**config.mk**
```make
export PLATFORM = sky130hd
export DESIGN_NAME = glf_gpio_top
export DESIGN_NICKNAME = d
export VERILOG_FILES = /design/src/glf_pkg.sv /design/src/glf_gpio_top.sv /design/src/glf_line_filter.sv
export VERILOG_INCLUDE_DIRS = /design/src /design/src/src
export SDC_FILE = /design/constraint.sdc
export NUM_CORES = 2
export LEC_CHECK = 0
export ABC_AREA = 1
export BUFFER_PORTS_ARGS = -buffer_cell sky130_fd_sc_hd__buf_2
export CORE_MARGIN = 4
export CORE_UTILIZATION = 59
export CTS_BUF_LIST = sky130_fd_sc_hd__clkbuf_8
export CTS_CLUSTER_SIZE = 20
export DETAILED_ROUTE_END_ITERATION = 6
export GPL_TIMING_DRIVEN = 1
export HOLD_SLACK_MARGIN = 0.06
export PLACE_DENSITY_LB_ADDON = 0.08
export SLEW_MARGIN = 10
export SYNTH_ARGS = -nofsm -noshare
export SYNTH_HDL_FRONTEND = slang
export SYNTH_SLANG_ARGS = --single-unit
```
**constraint.sdc**
```tcl
create_clock -name sys_clk -period 3.07 [get_ports sys_clk]
set_input_delay 0.614 -clock sys_clk [delete_from_list [all_inputs] [get_ports sys_clk]]
set_output_delay 0.614 -clock sys_clk [all_outputs]
set_load 0.005 [all_outputs]
```
**src/glf_consts.svh**
```systemverilog
`ifndef GLF_CONSTS_SVH
`define GLF_CONSTS_SVH

`define GLF_NUM_LINES     4
`define GLF_LINE_W        2
`define GLF_SPAN_W        16
`define GLF_CLK_MHZ       40
`define GLF_SYNC_RST      4'h0

`define GLF_OFS_PIN_SEL   8'h00
`define GLF_OFS_PIN_CFG   8'h04
`define GLF_OFS_FLT_KIND  8'h08
`define GLF_OFS_FLT_SPAN  8'h0c
`define GLF_OFS_LEVEL     8'h10
`define GLF_OFS_LEVELS    8'h14
`define GLF_OFS_USR_SEL   8'h18
`define GLF_OFS_USR_VAL   8'h1c
`define GLF_OFS_USR_ALL   8'h20
`define GLF_OFS_FMT       8'h24

`define GLF_CFG_DIR       0
`define GLF_CFG_INV       1
`define GLF_CFG_AUX       2
`define GLF_CFG_SRC_LSB   4
`define GLF_CFG_SRC_MSB   7

`define GLF_KIND_DEGLITCH 1'b0
`define GLF_KIND_DEBOUNCE 1'b1
`define GLF_AUX_LINE      2'h2
`define GLF_SRC_RST       4'hf

`endif

```
**src/glf_pkg.sv**
```systemverilog
package glf_pkg;

  typedef enum logic [3:0] {
    GLF_SRC_LINE0 = 4'h0,
    GLF_SRC_LINE1 = 4'h1,
    GLF_SRC_LINE2 = 4'h2,
    GLF_SRC_LINE3 = 4'h3,
    GLF_SRC_USR0  = 4'h4,
    GLF_SRC_USR1  = 4'h5,
    GLF_SRC_USR2  = 4'h6,
    GLF_SRC_USR3  = 4'h7,
    GLF_SRC_CTR0  = 4'h8,
    GLF_SRC_CTR1  = 4'h9,
    GLF_SRC_LB0   = 4'ha,
    GLF_SRC_LB1   = 4'hb,
    GLF_SRC_EXPO  = 4'hc,
    GLF_SRC_FTW   = 4'hd,
    GLF_SRC_OFF   = 4'hf
  } glf_src_t;

  typedef enum logic [1:0] {
    GLF_FMT_TRI   = 2'h0,
    GLF_FMT_OPTO  = 2'h1,
    GLF_FMT_ODRN  = 2'h2
  } glf_circuit_t;

  typedef struct packed {
    logic [1:0] ctr_active;
    logic [1:0] lb_out;
    logic       expo_active;
    logic       frame_trig_wait;
  } glf_ext_src_t;

  typedef struct packed {
    logic [7:0]  addr;
    logic [31:0] wdata;
    logic        wr;
    logic        rd;
  } glf_reg_req_t;

endpackage

```
**src/glf_gpio_top.sv**
```systemverilog
`timescale 1ns/10ps
`default_nettype none
`include "glf_consts.svh"

// What this block does
// - four lines, picked by index, each with its own settings
// - each line is set as input or output
// - per-line inverter flips the line's logic sense
// - single-line readback gives one for high, zero for low
// - packed readback puts line n level in bit n
// - deglitch and debounce widths in microseconds, per line and kind
// - deglitch reports a new level only after it lasted the width
// - debounce passes first edge, then blocks changes for its time
// - deglitch stage feeds the debounce stage
// - output lines drive a selected source signal
// - exposure and frame-trigger-wait sources go through the line's inverter like every other source
// - one soft bit picked by index is written high or low
// - packed soft word writes and reads all soft bits at once
// - read-only circuit type per line: tri-state, opto, open-drain
// - only line 2 has the auxiliary supply enable
// - soft bit index picks which bit a single write updates

module glf_gpio_top
#(
  parameter int SPAN_W = `GLF_SPAN_W
)
(
  input  wire logic                  sys_clk,
  input  wire logic                  sys_rst,
  input  wire logic                  sys_ce,
  input  wire glf_pkg::glf_reg_req_t reg_req,
  output logic [31:0]                reg_rdata,
  input  wire glf_pkg::glf_ext_src_t ext_src,
  input  wire logic [3:0]            line_in,
  output logic [3:0]                 line_out,
  output logic [3:0]                 line_oe,
  output logic                       aux_supply_on
);
  import glf_pkg::*;

  localparam int NL = `GLF_NUM_LINES;

  typedef struct packed {
    logic [1:0]                   pin_sel;
    logic [NL-1:0]                dir;
    logic [NL-1:0]                inv;
    glf_src_t [NL-1:0]            src;
    logic                         aux;
    logic                         kind;
    logic [NL-1:0][1:0][SPAN_W-1:0] span;
    logic [1:0]                   usr_sel;
    logic [NL-1:0]                usr;
    logic [NL-1:0]                sync1;
    logic [NL-1:0]                sync2;
    logic [NL-1:0]                drv;
    logic [31:0]                  rdata;
  } glf_top_st_t;

  glf_top_st_t   st_reg;
  glf_top_st_t   st_next;
  logic [NL-1:0] filt;
  logic [NL-1:0] levels;

  // fixed wiring of the connector: lines 0 and 1 isolated, 2 open-drain
  function automatic glf_circuit_t fmt_of(input logic [1:0] idx);
    case (idx)
      2'h0:    return GLF_FMT_OPTO;
      2'h1:    return GLF_FMT_OPTO;
      2'h2:    return GLF_FMT_ODRN;
      default: return GLF_FMT_TRI;
    endcase
  endfunction

  function automatic logic src_value(
    input glf_src_t     s,
    input logic [3:0]   lv,
    input logic [3:0]   ub,
    input glf_ext_src_t ex
  );
    case (s)
      GLF_SRC_LINE0: return lv[0];
      GLF_SRC_LINE1: return lv[1];
      GLF_SRC_LINE2: return lv[2];
      GLF_SRC_LINE3: return lv[3];
      GLF_SRC_USR0:  return ub[0];
      GLF_SRC_USR1:  return ub[1];
      GLF_SRC_USR2:  return ub[2];
      GLF_SRC_USR3:  return ub[3];
      GLF_SRC_CTR0:  return ex.ctr_active[0];
      GLF_SRC_CTR1:  return ex.ctr_active[1];
      GLF_SRC_LB0:   return ex.lb_out[0];
      GLF_SRC_LB1:   return ex.lb_out[1];
      GLF_SRC_EXPO:  return ex.expo_active;
      GLF_SRC_FTW:   return ex.frame_trig_wait;
      default:       return 1'b0;
    endcase
  endfunction

  genvar g;
  generate
    for (g = 0; g < NL; g++)
    begin : g_flt
      glf_line_filter #(
        .SPAN_W (SPAN_W)
      ) u_flt (
        .sys_clk    (sys_clk),
        .sys_rst    (sys_rst),
        .sys_ce     (sys_ce),
        .raw_level  (st_reg.sync2[g]),
        .dg_span_us (st_reg.span[g][`GLF_KIND_DEGLITCH]),
        .db_span_us (st_reg.span[g][`GLF_KIND_DEBOUNCE]),
        .filt_level (filt[g])
      );
    end
  endgenerate

  // inputs report the filtered level after inversion, outputs what they drive
  always_comb
  begin
    for (int i = 0; i < NL; i++)
      levels[i] = st_reg.dir[i] ? st_reg.drv[i]
                                : filt[i] ^ st_reg.inv[i];
  end

  always_comb
  begin
    st_next = st_reg;
    if (sys_ce)
    begin
      st_next.sync1 = line_in;
      st_next.sync2 = st_reg.sync1;
      for (int i = 0; i < NL; i++)
        st_next.drv[i] = src_value(st_reg.src[i], levels, st_reg.usr,
                                   ext_src) ^ st_reg.inv[i];
      st_next.rdata = '0;
      if (reg_req.wr)
      begin
        case (reg_req.addr)
          `GLF_OFS_PIN_SEL:
            st_next.pin_sel = reg_req.wdata[1:0];
          `GLF_OFS_PIN_CFG:
          begin
            st_next.dir[st_reg.pin_sel] = reg_req.wdata[`GLF_CFG_DIR];
            st_next.inv[st_reg.pin_sel] = reg_req.wdata[`GLF_CFG_INV];
            st_next.src[st_reg.pin_sel] = glf_src_t'(
              reg_req.wdata[`GLF_CFG_SRC_MSB:`GLF_CFG_SRC_LSB]);
            if (st_reg.pin_sel == `GLF_AUX_LINE)
              st_next.aux = reg_req.wdata[`GLF_CFG_AUX];
          end
          `GLF_OFS_FLT_KIND:
            st_next.kind = reg_req.wdata[0];
          `GLF_OFS_FLT_SPAN:
            st_next.span[st_reg.pin_sel][st_reg.kind] =
              reg_req.wdata[SPAN_W-1:0];
          `GLF_OFS_USR_SEL:
            st_next.usr_sel = reg_req.wdata[1:0];
          `GLF_OFS_USR_VAL:
            st_next.usr[st_reg.usr_sel] = reg_req.wdata[0];
          `GLF_OFS_USR_ALL:
            st_next.usr = reg_req.wdata[NL-1:0];
          default:
            st_next.usr = st_reg.usr;
        endcase
      end
      if (reg_req.rd)
      begin
        case (reg_req.addr)
          `GLF_OFS_PIN_SEL:
            st_next.rdata = {30'h0, st_reg.pin_sel};
          `GLF_OFS_PIN_CFG:
            st_next.rdata = {24'h0, st_reg.src[st_reg.pin_sel], 1'b0,
                             st_reg.aux && st_reg.pin_sel == `GLF_AUX_LINE,
                             st_reg.inv[st_reg.pin_sel],
                             st_reg.dir[st_reg.pin_sel]};
          `GLF_OFS_FLT_KIND:
            st_next.rdata = {31'h0, st_reg.kind};
          `GLF_OFS_FLT_SPAN:
            st_next.rdata = 32'(st_reg.span[st_reg.pin_sel][st_reg.kind]);
          `GLF_OFS_LEVEL:
            st_next.rdata = {31'h0, levels[st_reg.pin_sel]};
          `GLF_OFS_LEVELS:
            st_next.rdata = {28'h0, levels};
          `GLF_OFS_USR_SEL:
            st_next.rdata = {30'h0, st_reg.usr_sel};
          `GLF_OFS_USR_VAL:
            st_next.rdata = {31'h0, st_reg.usr[st_reg.usr_sel]};
          `GLF_OFS_USR_ALL:
            st_next.rdata = {28'h0, st_reg.usr};
          `GLF_OFS_FMT:
            st_next.rdata = {30'h0, fmt_of(st_reg.pin_sel)};
          default:
            st_next.rdata = '0;
        endcase
      end
    end
  end

  always_ff @(posedge sys_clk)
  begin
    if (sys_rst)
    begin
      st_reg       <= '0;
      for (int i = 0; i < NL; i++)
        st_reg.src[i] <= glf_src_t'(`GLF_SRC_RST);
      st_reg.sync1 <= `GLF_SYNC_RST;
      st_reg.sync2 <= `GLF_SYNC_RST;
    end
    else
      st_reg <= st_next;
  end

  // open-drain line only pulls low; while it feeds the supply it is released
  always_comb
  begin
    for (int i = 0; i < NL; i++)
    begin
      if (fmt_of(2'(i)) == GLF_FMT_ODRN)
      begin
        line_out[i] = 1'b0;
        line_oe[i]  = st_reg.dir[i] && !st_reg.drv[i] &&
                      !(st_reg.aux && 2'(i) == `GLF_AUX_LINE);
      end
      else
      begin
        line_out[i] = st_reg.drv[i];
        line_oe[i]  = st_reg.dir[i];
      end
    end
  end

  assign aux_supply_on = st_reg.aux;
  assign reg_rdata     = st_reg.rdata;
endmodule
`default_nettype wire

```
**src/glf_line_filter.sv**
```systemverilog
`timescale 1ns/10ps
`default_nettype none
`include "glf_consts.svh"

module glf_line_filter
#(
  parameter int SPAN_W  = `GLF_SPAN_W,
  parameter int CLK_MHZ = `GLF_CLK_MHZ
)
(
  input  wire logic              sys_clk,
  input  wire logic              sys_rst,
  input  wire logic              sys_ce,
  input  wire logic              raw_level,
  input  wire logic [SPAN_W-1:0] dg_span_us,
  input  wire logic [SPAN_W-1:0] db_span_us,
  output logic                   filt_level
);
  import glf_pkg::*;

  localparam int CNT_W = SPAN_W + 7;

  typedef struct packed {
    logic             dg;
    logic             db;
    logic [CNT_W-1:0] dg_cnt;
    logic [CNT_W-1:0] db_cnt;
  } glf_flt_st_t;

  glf_flt_st_t st_reg;
  glf_flt_st_t st_next;
  logic [CNT_W-1:0] dg_cycles;
  logic [CNT_W-1:0] db_cycles;

  function automatic logic [CNT_W-1:0] us_to_cycles(
    input logic [SPAN_W-1:0] us
  );
    logic [CNT_W-1:0] c;
    c = CNT_W'(us) * CNT_W'(CLK_MHZ);
    return (c == '0) ? CNT_W'(1) : c;
  endfunction

  assign dg_cycles = us_to_cycles(dg_span_us);
  assign db_cycles = us_to_cycles(db_span_us);

  always_comb
  begin
    st_next = st_reg;
    if (sys_ce)
    begin
      // deglitch first, debounce on its result
      if (raw_level == st_reg.dg)
        st_next.dg_cnt = '0;
      else if (st_reg.dg_cnt + CNT_W'(1) >= dg_cycles)
      begin
        st_next.dg     = raw_level;
        st_next.dg_cnt = '0;
      end
      else
        st_next.dg_cnt = st_reg.dg_cnt + CNT_W'(1);
      if (st_reg.db_cnt != '0)
        st_next.db_cnt = st_reg.db_cnt - CNT_W'(1);
      else if (st_reg.dg != st_reg.db)
      begin
        st_next.db     = st_reg.dg;
        st_next.db_cnt = db_cycles;
      end
    end
  end

  always_ff @(posedge sys_clk)
  begin
    if (sys_rst)
      st_reg <= '0;
    else
      st_reg <= st_next;
  end

  assign filt_level = st_reg.db;
endmodule
`default_nettype wire

```
==> out/results.tsv <==
stage	metric	value	unit
clock_network	number of buffers created by CTS	72	
worst_setup_path	highest fanout seen on the critical path	6	
power_and_ir_drop	worst vdd ir	0.3744	mV
routing	number of vias per cell after detailed routing	5.797	
clock_network	clock-pin transition on the worst setup and hold timing paths	0.08	ns
floorplan	die extent in x	234.9	µm
power_and_ir_drop	power share of the clock group	0.452	
logic_synthesis	sequential-to-total area share from yosys stat	0.2518	
timing	final-report setup violation count	92	
power_and_ir_drop	total power divided by cell area	328.8	nW/µm²
power_and_ir_drop	share of total power in combinational logic	0.113	
clock_network	maximum buffer depth of the clock tree	3	
floorplan	initial core utilization	0.6016	
logic_synthesis	Synth Register Bits	382	
routing	DR iter-0 viols	3205	
power_and_ir_drop	fraction of power consumed by sequential logic	0.434	
placed_design	IO buf count	62	
worst_setup_path	nature of the critical path endpoint	flip-flop	
logic_synthesis	post-synthesis instance area	30370	µm²
logic_synthesis	number of library cell types mapped by synthesis	68	
placed_design	Post-DP HPWL	67.03	mm
run_status	violated checks	setup timing	
floorplan	standard cell core area	50480	µm²
routing	total via count in the routed design	31620	
clock_network	cts-stage hold buffer count	0	
worst_hold_path	number of instances on the worst hold path	3	
worst_setup_path	CP Class	reg2reg	
timing	number of max-slew violations in the final report	0	
grt	number of global-route vias before repair	29100	
routing	DR WL/cell	17.84	µm
clock_network	sink count of the clock tree	382	
timing	part of the cycle the worst path needs	1.160	
clock_network	TritonCTS clock tree	yes	
final_layout	ratio of cells with drive above 1 in the final layout	0.1847	
final_layout	total of fill cells in the finished design	4124	
run_status	run status	finished, violations left	
final_layout	number of flip-flops in the largest register	188	
run	Max Cap Violations	0	
logic_synthesis	Post-synth top flop	dfxtp_1	
grt	total global routing track utilization	0.3246	
timing	Relative slew margins	0.2413	
clock_network	Root Buffer	clkbuf_8	
final_layout	commonest cells after routing, fill and taps aside	nand2_1, inv_1, a21oi_1	
routing	DRC errors left	0	
final_layout	Util after Layout	0.7220	
worst_setup_path	required arrival time at the worst endpoint	3.58	ns
routing	DRT antenna net count	0	
timing	RSZ-0062 raised after global routing	true	
grt	antenna violations before repair	9	
worst_setup_path	reg2reg path depth	22	
clock_network	maximum level of the CTS H-tree	3	
routing	routed wire length	97.32	mm
timing	final worst hold slack	0.1895	ns
final_layout	area added between synthesis and finish	20.01	%
floorplan	full die area	55160	µm²
grt	grt ovf	0	
worst_setup_path	delay contributed by the slowest stage of the critical path	0.40	ns
worst_setup_path	Critical Path Start Type	flip-flop	
routing	DR pass1 iterations	6	
timing	Period minus WS final	3.561	ns
grt	wire length of the first global-routing pass	149.9	mm
placed_design	weighted congestion at the end of routability-driven global placement	0.9706	
logic_synthesis	proportion of synthesized flip-flops having asynchronous set or reset	0	
timing	final worst-path setup slack	-0.4908	ns
power_and_ir_drop	switching power share of the total	0.2929	
timing	slew at the pin closest to its max-slew limit	1.138	ns
worst_setup_path	list of cells traversed by the critical path	ha_4, ha_4, fa_2, nand3_2, nand2_2, nand2_2, nand2_4, a21oi_4, o21bai_1, xor2_1, nand3_1, nor2_2, ha_2, nand3_2, nor3_2, nand4_1, nor2_2, nor2_4, nand3_4, buf_12, buf_12, o22ai_2	
floorplan	overall die height	234.9	µm
floorplan	number of top-level pins	96	
logic_synthesis	Mean Syn Cell Area	6.745	µm²
logic_synthesis	count of yosys warnings during synthesis	0	
grt	pin count of the biggest net entering global routing	94	
power_and_ir_drop	Pleak	16.47	nW
timing	count of final hold-check violations	0	
clock_network	clock latency at the later pin of the worst-skew pair	0.70	ns
floorplan	number of placement rows	82	
timing	worst clock skew	0.04370	ns
final_layout	most common cell after layout, fill and taps aside	nand2_1	
timing	Max Clk Rate	280.8	MHz
power_and_ir_drop	power dissipated by switching net loads	3.510	mW
worst_setup_path	data arrival at the endpoint of the critical path	4.07	ns
logic_synthesis	number of enable-type register cells in the synthesized netlist	0	
worst_hold_path	worst min-delay path class	in2reg	
final_layout	number of nets in the finished design	5099	
worst_setup_path	Worst path slowest cell	dfxtp_4	
logic_synthesis	cell count after synthesis	4502	
power_and_ir_drop	internal power	8.473	mW
## repair_timing
| action | in CTS | in global routing |
|---|---|---|
| hold endpoints to repair | 0 | 0 |
| pin swaps | 86 | 70 |
| resized for setup | 234 | 192 |
| endpoints found under the setup margin | 92 | 92 |
| gates cloned | 8 | 1 |
| buffers inserted | 13 | 10 |
## path summary, 6_finish.rpt
path | from | endpoint | slack (ns)
setup reg to reg | st_reg[149] | g_flt[3].u_flt.st_reg[34] | -0.49
hold / removal | line_in[2] | st_reg[42] | 0.19
setup / recovery | st_reg[149] | g_flt[3].u_flt.st_reg[34] | -0.49
hold reg to reg | g_flt[2].u_flt.st_reg[22] | g_flt[2].u_flt.st_reg[22] | 0.45
## layout make-up
type	count	area (µm²)	area share
Timing Repair Buffer	309	2425	0.06654
Clock buffer	91	1252	0.03437
Inverter	563	2128	0.05840
Sequential cell	382	7736	0.2123
Clock inverter	35	274.0	0.007519
Multi-Input combinational cell	3395	21760	0.5970
Timing Repair inverter	1	11.26	0.0003090
Tap cell	672	840.8	0.02307
Antenna cell	7	17.52	0.0004807
## routing by layer
layer / part of all wire / up-vias / track usage
li1: - / 15530 / -
met2: 0.44 / 1373 / 0.5034
met5: 0.00011 / - / 0
met4: 0.030 / 2 / 0.09846
met3: 0.10 / 235 / 0.08173
met1: 0.43 / 14480 / 0.4470
## power groups by stage
| stage | clock (mW) | combinational [mW] | sequential, mW |
|---|---|---|---|
| after global placement | 0 | 1.29 | 5.32 |
| final | 5.42 | 1.36 | 5.20 |
| after global routing | 5.66 | 1.50 | 5.22 |
| after detailed placement | 0 | 1.31 | 5.32 |
| after CTS | 5.44 | 1.32 | 5.21 |
| after floorplan | 0 | 1.01 | 5.28 |
## through the flow
stage	cells	TNS, ns	power (mW)	setup slack (ns)	cell area (µm²)
after floorplan	4518	0	6.292	0.002571	30500
after global placement	5295	-21.77	6.605	-0.3068	32480
after detailed placement	5295	-29.44	6.625	-0.4292	32480
after CTS	5441	-19.98	11.97	-0.3144	35440
after global routing	5449	-40.64	12.38	-0.5717	36430
final	5455	-28.28	11.98	-0.4908	36440
## logic make-up after synthesis
family / synth area share
xor+xnor: 0.05847
flops: 0.2518
mux: 0.0003296
other cells: 0.0001235
buf+inv: 0.1001
fa+ha+maj: 0.1338
simple gates: 0.2722
compound gates: 0.1831
## cells in the mapped netlist, types with 13 or more instances
| cell | count | area (µm²) |
|---|---|---|
| nand3_1 | 264 | 1321 |
| xnor2_1 | 52 | 455.4 |
| nor2_4 | 16 | 180.2 |
| a31oi_1 | 13 | 81.33 |
| a211oi_1 | 22 | 165.2 |
| a21oi_1 | 417 | 2087 |
| o211ai_1 | 34 | 255.2 |
| buf_2 | 44 | 220.2 |
| buf_4 | 42 | 315.3 |
| nand4_1 | 75 | 469.2 |
| nor2_1 | 395 | 1483 |
| o22ai_1 | 69 | 431.7 |
| inv_1 | 544 | 2042 |
| nor2_2 | 14 | 87.58 |
| ha_1 | 312 | 3904 |
| nand3b_1 | 36 | 270.3 |
| xor2_1 | 147 | 1287 |
| o221ai_1 | 13 | 113.9 |
| nand2_1 | 919 | 3450 |
| inv_2 | 16 | 60.06 |
| nor3_1 | 74 | 370.4 |
| dfxtp_1 | 382 | 7647 |
| o21ai_0 | 306 | 1531 |
| nand2_2 | 21 | 131.4 |
| nand3_2 | 16 | 160.2 |
| o21ai_1 | 31 | 155.2 |
| clkbuf_1 | 75 | 281.5 |
## critical path: cells and delay by family, from the launching register on
family          cells  cell delay [ns]
compound gates      3             0.34
xor+xnor            1             0.16
fa+ha+maj           4             1.06
buf+inv             2             0.25
flops               1             0.40
simple gates       12             1.16
(Power assumes the default switching activity.)
